[config.mk]
export PLATFORM = sky130hd
export DESIGN_NAME = csc_top
export DESIGN_NICKNAME = d
export VERILOG_FILES = /design/src/include/csc_pkg.sv /design/src/verilog/csc_top.sv
export SDC_FILE = /design/constraint.sdc
export NUM_CORES = 1
export LEC_CHECK = 0
export ABC_AREA = 1
export BUFFER_PORTS_ARGS = -buffer_cell sky130_fd_sc_hd__buf_2
export CAP_MARGIN = 20
export CORE_ASPECT_RATIO = 0.75
export CORE_MARGIN = 2
export CORE_UTILIZATION = 55
export CTS_BUF_LIST = sky130_fd_sc_hd__clkbuf_2 sky130_fd_sc_hd__clkbuf_4 sky130_fd_sc_hd__clkbuf_8
export DETAILED_ROUTE_END_ITERATION = 8
export PLACE_DENSITY = 0.85
export SYNTH_ARGS = -nofsm -noshare
export SYNTH_HDL_FRONTEND = slang
export SYNTH_SLANG_ARGS = --single-unit
[constraint.sdc]
create_clock -name clock_i -period 4.8 [get_ports clock_i]
set_input_delay 0.72 -clock clock_i [delete_from_list [all_inputs] [get_ports clock_i]]
set_output_delay 0.72 -clock clock_i [all_outputs]
set_load 0.005 [all_outputs]
[src/include/csc_pkg.sv]
// Package for the cam signal conditioning block: register map, field
// layouts, reset values and the encodings shared by design and bench.
// Assumes a byte address bus with one 32-bit word per register.
package csc_pkg;

    // Register byte offsets
    localparam logic [7:0] CSC_CTRL_OFS    = 8'h00;
    localparam logic [7:0] CSC_DELAY_OFS   = 8'h04;
    localparam logic [7:0] CSC_STRETCH_OFS = 8'h08;
    localparam logic [7:0] CSC_STALL_OFS   = 8'h0c;
    localparam logic [7:0] CSC_RUN_OFS     = 8'h10;
    localparam logic [7:0] CSC_STATUS_OFS  = 8'h14;
    localparam logic [7:0] CSC_ZTDC_OFS    = 8'h18;
    localparam logic [7:0] CSC_INJMAP_OFS  = 8'h1c;
    localparam logic [7:0] CSC_PFIMAP_OFS  = 8'h20;
    localparam logic [7:0] CSC_CYL_OFS     = 8'h40;

    // Control word field positions and cylinder slot count
    localparam int CSC_CTRL_W       = 6;
    localparam int CSC_CLR_BIT      = 8;
    localparam int CSC_CYL_N        = 8;

    // Reset values
    localparam logic [5:0]  CSC_CTRL_RST  = 6'h00;
    localparam logic [7:0]  CSC_TEETH_RST = 8'h00;
    localparam logic [15:0] CSC_STALL_RST = 16'h0064;
    localparam logic [15:0] CSC_RUN_RST   = 16'h0258;
    localparam logic [15:0] CSC_ANGLE_RST = 16'h0000;

    // Control register, bit 5 downward
    typedef struct packed {
        logic encoder_pat;      // bit 5: encoder pattern selected
        logic auto_clear;       // bit 4: auto_fault_clear_on_start
        logic index_gate_mode;  // bit 3: 1 gated, 0 bypassed
        logic phase_input_sel;  // bit 2: 0 input a, 1 input b
        logic cam_stretch_en;   // bit 1
        logic cam_delay_en;     // bit 0
    } csc_ctl_t;

    typedef enum logic [1:0] {
        CSC_STALLED  = 2'h0,
        CSC_CRANKING = 2'h1,
        CSC_RUNNING  = 2'h2
    } csc_run_t;

    typedef enum logic [1:0] {
        CSC_H_NORMAL = 2'h0,
        CSC_H_ERROR  = 2'h1,
        CSC_H_HIGH   = 2'h2,
        CSC_H_LOW    = 2'h3
    } csc_health_t;

    typedef enum logic [1:0] {
        CSC_D_IDLE  = 2'b00,
        CSC_D_COUNT = 2'b01,
        CSC_D_PULSE = 2'b11
    } csc_dly_t;

endpackage

[src/verilog/csc_top.sv]
// Cam signal conditioning: input sync, cam delay, cam stretch, index
// gating, cam health, engine state, fault flags and TDC angle registers.
// Assumes one 40 MHz clock and a tracker core that supplies speed,
// feature pulses, sync state and fault events.
//
// Notes on behaviour
// - Auto-clear on: fault flags cleared while engine state is cranking.
// - Delay counting starts at rising edge of selected cam.
// - Delayed output rises at crank fall after programmed crank rises.
// - Delayed output falls at next crank rise: half a tooth wide.
// - Delay disabled: selected cam passes through unchanged.
// - Delay input is phase input a or b as selected.
// - Delay output always feeds the stretch stage.
// - Stretch holds high for programmed teeth from input rise.
// - Stretch width depends only on tooth count, may be shorter.
// - Stretch disabled: delay output passes through unchanged.
// - Stretch output feeds index gating and the tracker phase input.
// - Cam health reported at features, gap patterns, only when synced.
// - Health is normal, error, always high or always low.
// - Health error never forces loss of sync.
// - Gap patterns: select picks cam driving synchronization.
// - Encoder patterns: select picks cam gating the index.
// - Gated mode: index ANDed with stretch output of selected cam.
// - Pass mode: index forwarded regardless of cam.
// - Live level indicators are coarse reference samples.
// - Zero-to-first-TDC angle is signed crank degrees.
// - Cylinder TDC angles relative to first TDC, mapped separately.
// - Any fault flag forces sync loss until cleared.
// - Cranking when speed above stall and below run limit.
// - Manual fault clear clears flags and self-resets.
`timescale 1ns/1ps

module csc_top
    import csc_pkg::*;
(
    input  wire logic        clock_i,
    input  wire logic        rst_i,
    input  wire logic [7:0]  addr_i,
    input  wire logic [31:0] wdata_i,
    input  wire logic        wr_i,
    input  wire logic        rd_i,
    output logic      [31:0] rdata_o,
    input  wire logic        crank_i,
    input  wire logic        phase_input_a_i,
    input  wire logic        phase_input_b_i,
    input  wire logic        encoder_index_pulse_i,
    input  wire logic [15:0] engine_speed_i,
    input  wire logic        feature_i,
    input  wire logic        synced_i,
    input  wire logic [3:0]  fault_set_i,
    output logic             phase_out_o,
    output logic             index_o,
    output logic      [3:0]  fault_flags_o,
    output logic             sync_block_o,
    output logic      [1:0]  engine_run_state_o,
    output logic      [1:0]  cam_phase_health_o,
    output logic             health_valid_o
);

    // Configuration registers
    csc_ctl_t    ctl;
    logic [7:0]  cam_delay_teeth;
    logic [7:0]  cam_stretch_teeth;
    logic [15:0] stall_rpm_limit;
    logic [15:0] run_rpm_limit;
    logic [15:0] zero_to_first_tdc_angle;
    logic [23:0] injector_tdc_map;
    logic [11:0] port_injector_tdc_map;
    logic [15:0] cylinder_tdc_angle [CSC_CYL_N];

    // Pipeline state
    logic [3:0]  s1, s2, s3;
    logic [3:0]  rise, fall;
    csc_dly_t    dly_st, next_dly_st;
    logic [7:0]  dly_cnt, next_dly_cnt;
    logic        dly_q, next_dly_q;
    logic        delay_prev;
    logic        str_q, next_str_q;
    logic [7:0]  str_cnt, next_str_cnt;
    logic [3:0]  hist;
    logic [2:0]  hist_n;
    logic [3:0]  next_flags;

    // Input synchronisers
    // Order of bits: crank, input a, input b, index. Stage one feeds
    // only stage two so no edge logic sees a metastable level.
    wire [3:0] raw_in = {encoder_index_pulse_i, phase_input_b_i,
                         phase_input_a_i, crank_i};
    for (genvar g = 0; g < 4; g++) begin : g_sync
        always_ff @(posedge clock_i) begin
            if (rst_i) begin
                s1[g] <= 1'b0;
                s2[g] <= 1'b0;
                s3[g] <= 1'b0;
            end else begin
                s1[g] <= raw_in[g];
                s2[g] <= s1[g];
                s3[g] <= s2[g];
            end
        end
        assign rise[g] = s2[g] & ~s3[g];
        assign fall[g] = ~s2[g] & s3[g];
    end

    // Same select drives the tracker phase input
    wire crank_rise = rise[0];
    wire crank_fall = fall[0];
    wire cam_sel    = ctl.phase_input_sel ? s2[2] : s2[1];
    wire cam_rise   = ctl.phase_input_sel ? rise[2] : rise[1];
    wire dly_hit    = (dly_cnt == cam_delay_teeth);

    // Delay state machine; a fresh cam rise restarts the count
    always_comb begin
        next_dly_st  = dly_st;
        next_dly_cnt = dly_cnt;
        next_dly_q   = dly_q;
        unique case (dly_st)
            CSC_D_IDLE: begin
                if (cam_rise) begin
                    next_dly_st  = CSC_D_COUNT;
                    next_dly_cnt = 8'h00;
                end
            end
            CSC_D_COUNT: begin
                if (cam_rise) begin
                    next_dly_cnt = 8'h00;
                end else if (dly_hit && crank_fall) begin
                    next_dly_st = CSC_D_PULSE;
                    next_dly_q  = 1'b1;
                end else if (!dly_hit && crank_rise) begin
                    next_dly_cnt = dly_cnt + 8'h01;
                end
            end
            CSC_D_PULSE: begin
                if (cam_rise) begin
                    next_dly_st  = CSC_D_COUNT;
                    next_dly_cnt = 8'h00;
                    next_dly_q   = 1'b0;
                end else if (crank_rise) begin
                    next_dly_st = CSC_D_IDLE;
                    next_dly_q  = 1'b0;
                end
            end
            default: begin
                next_dly_st = CSC_D_IDLE;
                next_dly_q  = 1'b0;
            end
        endcase
    end

    always_ff @(posedge clock_i) begin
        if (rst_i) begin
            dly_st  <= CSC_D_IDLE;
            dly_cnt <= 8'h00;
            dly_q   <= 1'b0;
        end else begin
            dly_st  <= next_dly_st;
            dly_cnt <= next_dly_cnt;
            dly_q   <= next_dly_q;
        end
    end

    wire delay_out  = ctl.cam_delay_en ? dly_q : cam_sel;
    wire delay_rise = delay_out & ~delay_prev;

    // Width set by count alone; input fall is ignored
    always_comb begin
        next_str_q   = str_q;
        next_str_cnt = str_cnt;
        if (delay_rise && cam_stretch_teeth != 8'h00) begin
            next_str_q   = 1'b1;
            next_str_cnt = 8'h00;
        end else if (str_q && crank_rise) begin
            next_str_cnt = str_cnt + 8'h01;
            if (next_str_cnt == cam_stretch_teeth) begin
                next_str_q = 1'b0;
            end
        end
    end

    wire stretch_out = ctl.cam_stretch_en ? str_q : delay_out;
    wire index_sel   = ctl.index_gate_mode
                     ? (s2[3] & stretch_out) : s2[3];

    always_ff @(posedge clock_i) begin
        if (rst_i) begin
            delay_prev <= 1'b0;
            str_q      <= 1'b0;
            str_cnt    <= 8'h00;
        end else begin
            delay_prev <= delay_out;
            str_q      <= next_str_q;
            str_cnt    <= next_str_cnt;
        end
    end

    // Stretched cam to tracker and to index gating
    always_ff @(posedge clock_i) begin
        if (rst_i) begin
            phase_out_o <= 1'b0;
            index_o     <= 1'b0;
        end else begin
            phase_out_o <= stretch_out;
            index_o     <= index_sel;
        end
    end

    // Engine state from speed
    // Equal to the stall limit counts as stalled, equal to the run limit as running
    wire csc_run_t run_next =
        (engine_speed_i <= stall_rpm_limit) ? CSC_STALLED :
        (engine_speed_i <  run_rpm_limit)   ? CSC_CRANKING : CSC_RUNNING;

    // Manual clear is a write pulse, nothing to reset later
    wire ctrl_wr  = wr_i && addr_i == CSC_CTRL_OFS;
    wire man_clr  = ctrl_wr && wdata_i[CSC_CLR_BIT];
    wire auto_clr = ctl.auto_clear &&
                    engine_run_state_o == CSC_CRANKING;
    // A new fault in the clearing cycle survives: set beats clear
    assign next_flags = (fault_flags_o & {4{~(man_clr | auto_clr)}})
                      | fault_set_i;

    always_ff @(posedge clock_i) begin
        if (rst_i) begin
            fault_flags_o      <= 4'h0;
            sync_block_o       <= 1'b0;
            engine_run_state_o <= CSC_STALLED;
        end else begin
            fault_flags_o      <= next_flags;
            sync_block_o       <= |next_flags;
            engine_run_state_o <= run_next;
        end
    end

    // Sample cam at each feature, gap patterns only
    // Health has no path to the sync block
    wire csc_health_t health_next =
        (hist == 4'hf)                   ? CSC_H_HIGH   :
        (hist == 4'h0)                   ? CSC_H_LOW    :
        (hist == 4'ha || hist == 4'h5)   ? CSC_H_NORMAL : CSC_H_ERROR;
    wire gap_synced = synced_i && !ctl.encoder_pat;

    always_ff @(posedge clock_i) begin
        if (rst_i || !gap_synced) begin
            hist               <= 4'h0;
            hist_n             <= 3'h0;
            cam_phase_health_o <= CSC_H_NORMAL;
            health_valid_o     <= 1'b0;
        end else begin
            if (feature_i) begin
                hist <= {hist[2:0], phase_out_o};
                if (hist_n != 3'h4) begin
                    hist_n <= hist_n + 3'h1;
                end
            end
            cam_phase_health_o <= health_next;
            health_valid_o     <= (hist_n == 3'h4);
        end
    end

    // Register writes; cylinder slot picked by address bits 4..2
    wire cyl_wr = wr_i && addr_i[7:5] == CSC_CYL_OFS[7:5]
                       && addr_i[1:0] == 2'b00;
    always_ff @(posedge clock_i) begin
        if (rst_i) begin
            ctl                     <= CSC_CTRL_RST;
            cam_delay_teeth         <= CSC_TEETH_RST;
            cam_stretch_teeth       <= CSC_TEETH_RST;
            stall_rpm_limit         <= CSC_STALL_RST;
            run_rpm_limit           <= CSC_RUN_RST;
            zero_to_first_tdc_angle <= CSC_ANGLE_RST;
            injector_tdc_map        <= 24'h000000;
            port_injector_tdc_map   <= 12'h000;
        end else if (wr_i) begin
            unique case (addr_i)
                CSC_CTRL_OFS:    ctl <= wdata_i[CSC_CTRL_W-1:0];
                CSC_DELAY_OFS:   cam_delay_teeth <= wdata_i[7:0];
                CSC_STRETCH_OFS: cam_stretch_teeth <= wdata_i[7:0];
                CSC_STALL_OFS:   stall_rpm_limit <= wdata_i[15:0];
                CSC_RUN_OFS:     run_rpm_limit <= wdata_i[15:0];
                CSC_ZTDC_OFS: zero_to_first_tdc_angle <= wdata_i[15:0];
                CSC_INJMAP_OFS:  injector_tdc_map <= wdata_i[23:0];
                CSC_PFIMAP_OFS:  port_injector_tdc_map <= wdata_i[11:0];
                default: ;
            endcase
        end
    end

    always_ff @(posedge clock_i) begin
        if (rst_i) begin
            for (int i = 0; i < CSC_CYL_N; i++) begin
                cylinder_tdc_angle[i] <= CSC_ANGLE_RST;
            end
        end else if (cyl_wr) begin
            cylinder_tdc_angle[addr_i[4:2]] <= wdata_i[15:0];
        end
    end

    // Cylinder slot read decode, aligned words only
    wire cyl_rd = addr_i[7:5] == CSC_CYL_OFS[7:5] && addr_i[1:0] == 2'b00;

    wire [31:0] status_word = {19'h00000, s2, health_valid_o,
                               cam_phase_health_o, engine_run_state_o,
                               fault_flags_o};
    wire [31:0] rd_mux =
        (addr_i == CSC_CTRL_OFS)    ? {26'h0, ctl}                  :
        (addr_i == CSC_DELAY_OFS)   ? {24'h0, cam_delay_teeth}      :
        (addr_i == CSC_STRETCH_OFS) ? {24'h0, cam_stretch_teeth}    :
        (addr_i == CSC_STALL_OFS)   ? {16'h0, stall_rpm_limit}      :
        (addr_i == CSC_RUN_OFS)     ? {16'h0, run_rpm_limit}        :
        (addr_i == CSC_STATUS_OFS)  ? status_word                   :
        (addr_i == CSC_ZTDC_OFS)    ? {16'h0, zero_to_first_tdc_angle} :
        (addr_i == CSC_INJMAP_OFS)  ? {8'h0, injector_tdc_map}      :
        (addr_i == CSC_PFIMAP_OFS)  ? {20'h0, port_injector_tdc_map} :
        cyl_rd ? {16'h0, cylinder_tdc_angle[addr_i[4:2]]} : 32'h0;

    // Read data stands only in the cycle after the strobe
    always_ff @(posedge clock_i) begin
        if (rst_i) begin
            rdata_o <= 32'h0;
        end else begin
            rdata_o <= rd_i ? rd_mux : 32'h0;
        end
    end
endmodule

==> results.toml <==
[outcome]
status = "complete, no violations"

[synthesis]
syn_inst = 1720
netlist_area_sq_mm = 0.0142
synth_common_cells = "373 x nand2_1, 222 x nor2_1, 192 x a21oi_1"
yosysWarnings = 0
synth_async_sr_flop_share_pct = 0
synth.most_common_cell = "nand2_1"
ys_seq_area_share_pct = 52.6
synth-edff-count = 128
synthTopCellsByArea = "edfxtp_1 27%, dfxtp_1 26%, nand2_1 9.9%"
yosysTopAreaCell = "edfxtp_1"
synth_cell_type_count = 40
yosys_most_used_dff = "dfxtp_1"
synth-seq-cells = 309
avgSynthCellArea_sq_um = 8.25
synth_top_area_share_pct = 27.1

[clock_tree]
cts_buffer_depth = 3
clk_pin_slew_ps = 60
h-tree-depth = 2
clockRootBuffer = "clkbuf_8"
clkSinkCount = 309
post_cts_buffers = 0
cts_made_buffers = 46
clk_latency_ps = 590
cts-resized-gates = 0
cts_hold_buf = 0
cts_tree = "done"

[sta]
grt_setup_unrepaired = "no"
period_minus_slack_ps = 3010
fmax_mhz = 333
clock_skew_ps = 21.4
layout_worst_path_cycle_share_pct = 62.6
slew_headroom_pct = 29.3
hold_violations = 0
maxSlewViolCount = 0
fin_ws_ps = 1790
fin_tns_setup_ps = 0
worstMarginPinSlew_ps = 1060
setup_violations = 0

[setup_path]
crit_type = "in -> reg"
r2r_cells = 7
reg2reg_to = "dly_cnt[1]$_SDFFE_PP0P_"
worstReg2RegStart = "s2[2]$_SDFF_PP0_"
required_ps = 5000
ff2ff_setup_slack_ps = 2400
end_kind = "flip-flop"
crit_arrival_ps = 3210
path_max_fanout = 25
crit_path_start_kind = "primary input"

[pwr]
power_switching_mw = 1.34
ir_worst_vdd_mv = 0.241
power.internal_mw = 4.10
swShare_pct = 24.7
power_frac_seq_pct = 52.2
power.leakage_nw = 6.61
p_comb_share_pct = 7.3
power_frac_clock_pct = 40.6
power_density_mw_per_mm2 = 346

[place]
gp_congestion = 0.921
io_buffer_count = 97
dp_slack_ps = 1280
place_hpwl_mm = 25.4

[global_route]
grt_pass1_vias = 11559
groute.usage.overall_pct = 27.4
antenna_found_initial = 0
grt_max_degree = 93
grt.overflow.total = 0
grt_pass1_wl_mm = 58.9

[die]
fp.dieArea_sq_mm = 0.0271
rows = 50
die_h_microns = 143
core_sq_mm = 0.0251
pin_count = 114
start_util_pct = 56.4
die_w_microns = 189

[final_layout]
synthToLayoutAreaGrowth_pct = 10.8
fin_nets = 1901
layout-drive-gt1-share_pct = 12.8
antenna_cells = 0

[drt]
vias = 12286
drc = 0
drt-pass1-iter-count = 6
first_iter_violations = 1336
final_antenna_net_count = 0
wl_mm = 37.3
wl_per_cell_microns = 17.2
vias_per_cell = 5.67

[job]
cap_violations = 0

[hold_path]
min_from = "phase_input_a_i"
hp-class = "in -> reg"
hold_depth = 3
worstHoldEndpoint = "s1[1]$_SDFF_PP0_"
-- sequential cells by signal (all words and copies together) (netlist names), 2 cells and up --
register	count
s2	4
hist_n	3
port_injector_tdc_map	12
str_cnt	8
zero_to_first_tdc_angle	16
stall_rpm_limit	16
hist	4
run_rpm_limit	16
fault_flags_o	4
cylinder_tdc_angle	128
cam_delay_teeth	8
cam_stretch_teeth	8
dly_st	2
dly_cnt	8
rdata_o	24
s1	4
cam_phase_health_o	2
ctl	6
engine_run_state_o	2
injector_tdc_map	24
s3	3
-- area by class of cell --
type / instances / area, sq um
inverters: 179 / 672
clock buffers: 75 / 895
flip-flops and latches: 309 / 7470
well taps: 338 / 423
multi-input cells: 1148 / 5610
fillers: 2097 / 9430
clock inverters: 9 / 52.6
repair buffers: 109 / 603
-- critical path, cell delays in order --
cell and delay [ps]:
buf_2 460, inv_2 350, nor4_4 670, nand2_4 280, nand2_1 700
-- worst max-delay path by stage --
stage / start / end / slack [ps] / cells past startpoint
global route: addr_i[2] / port_injector_tdc_map[1]$_SDFFE_PP0P_ / 1630 / 9
floorplan: addr_i[2] / cylinder_tdc_angle[1][0]$_SDFFCE_PN0P_ / 2180 / 7
global placement: addr_i[2] / cylinder_tdc_angle[5][2]$_SDFFCE_PN0P_ / 1370 / 5
CTS: addr_i[2] / cylinder_tdc_angle[5][2]$_SDFFCE_PN0P_ / 1900 / 5
finish: addr_i[2] / cylinder_tdc_angle[5][2]$_SDFFCE_PN0P_ / 1790 / 5
detailed placement: addr_i[2] / cylinder_tdc_angle[7][13]$_SDFFCE_PN0P_ / 1280 / 5
-- layer usage --
metal	vias to the layer above	GRT usage [%]	wire length [microns]
met5	-	0	0
met4	0	9.59	1010
met3	98	6.19	3920
met2	675	43.4	16800
met1	5696	37.4	15600
li1	5817	-	-
-- stage by stage --
| stage | hold slack [ps] | cells | util [%] | instance area [sq um] | power [mW] |
|---|---|---|---|---|---|
| floorplan | 388 | 1727 | - | 14200 | 3.15 |
| global placement | 391 | 2081 | 58.6 | 14700 | 3.26 |
| detailed placement | 397 | 2081 | 58.6 | 14700 | 3.28 |
| CTS | 300 | 2165 | 62.4 | 15700 | 5.45 |
| global route | 345 | 2167 | 62.5 | 15700 | 5.63 |
| finish | 326 | 2167 | 62.5 | 15700 | 5.44 |
-- power by group through the flow --
stage	combinational, mW	sequential, mW	clock (mW)
6_report	0.395	2.84	2.21
5_1_grt	0.440	2.85	2.34
4_1_cts	0.386	2.84	2.23
3_5_place_dp	0.383	2.90	0
3_3_place_gp	0.371	2.89	0
2_1_floorplan	0.260	2.89	0
-- layout by cell type (no fill, tap or decap), types with 11 or more instances in the layout --
cell type  netlist  routed
a21oi_1        192     192
a22oi_1         11      11
buf_2           21      97
clkbuf_4         0      22
clkbuf_8         0      53
dfxtp_1        181     181
edfxtp_1       128     128
ha_1            38      38
inv_1          162     161
inv_2           10      11
nand2_1        373     373
nand3_1         76      76
nand4_1         46      46
nor2_1         222     219
nor2_2          13      16
o211ai_1        12      12
o21ai_0        102     102
-- kinds of logic (layout without fill, tap and decap cells) --
family	after synthesis	after routing	share of synthesized area (%)
mux	1	1	0.0705
fa+ha+maj	38	38	3.35
other cells	1	8	0.0264
simple gates	757	757	22.8
buf+inv	270	372	8.07
flops	309	309	52.6
xor+xnor	12	12	0.741
compound gates	332	332	12.4
(Power assumes the default switching activity.)
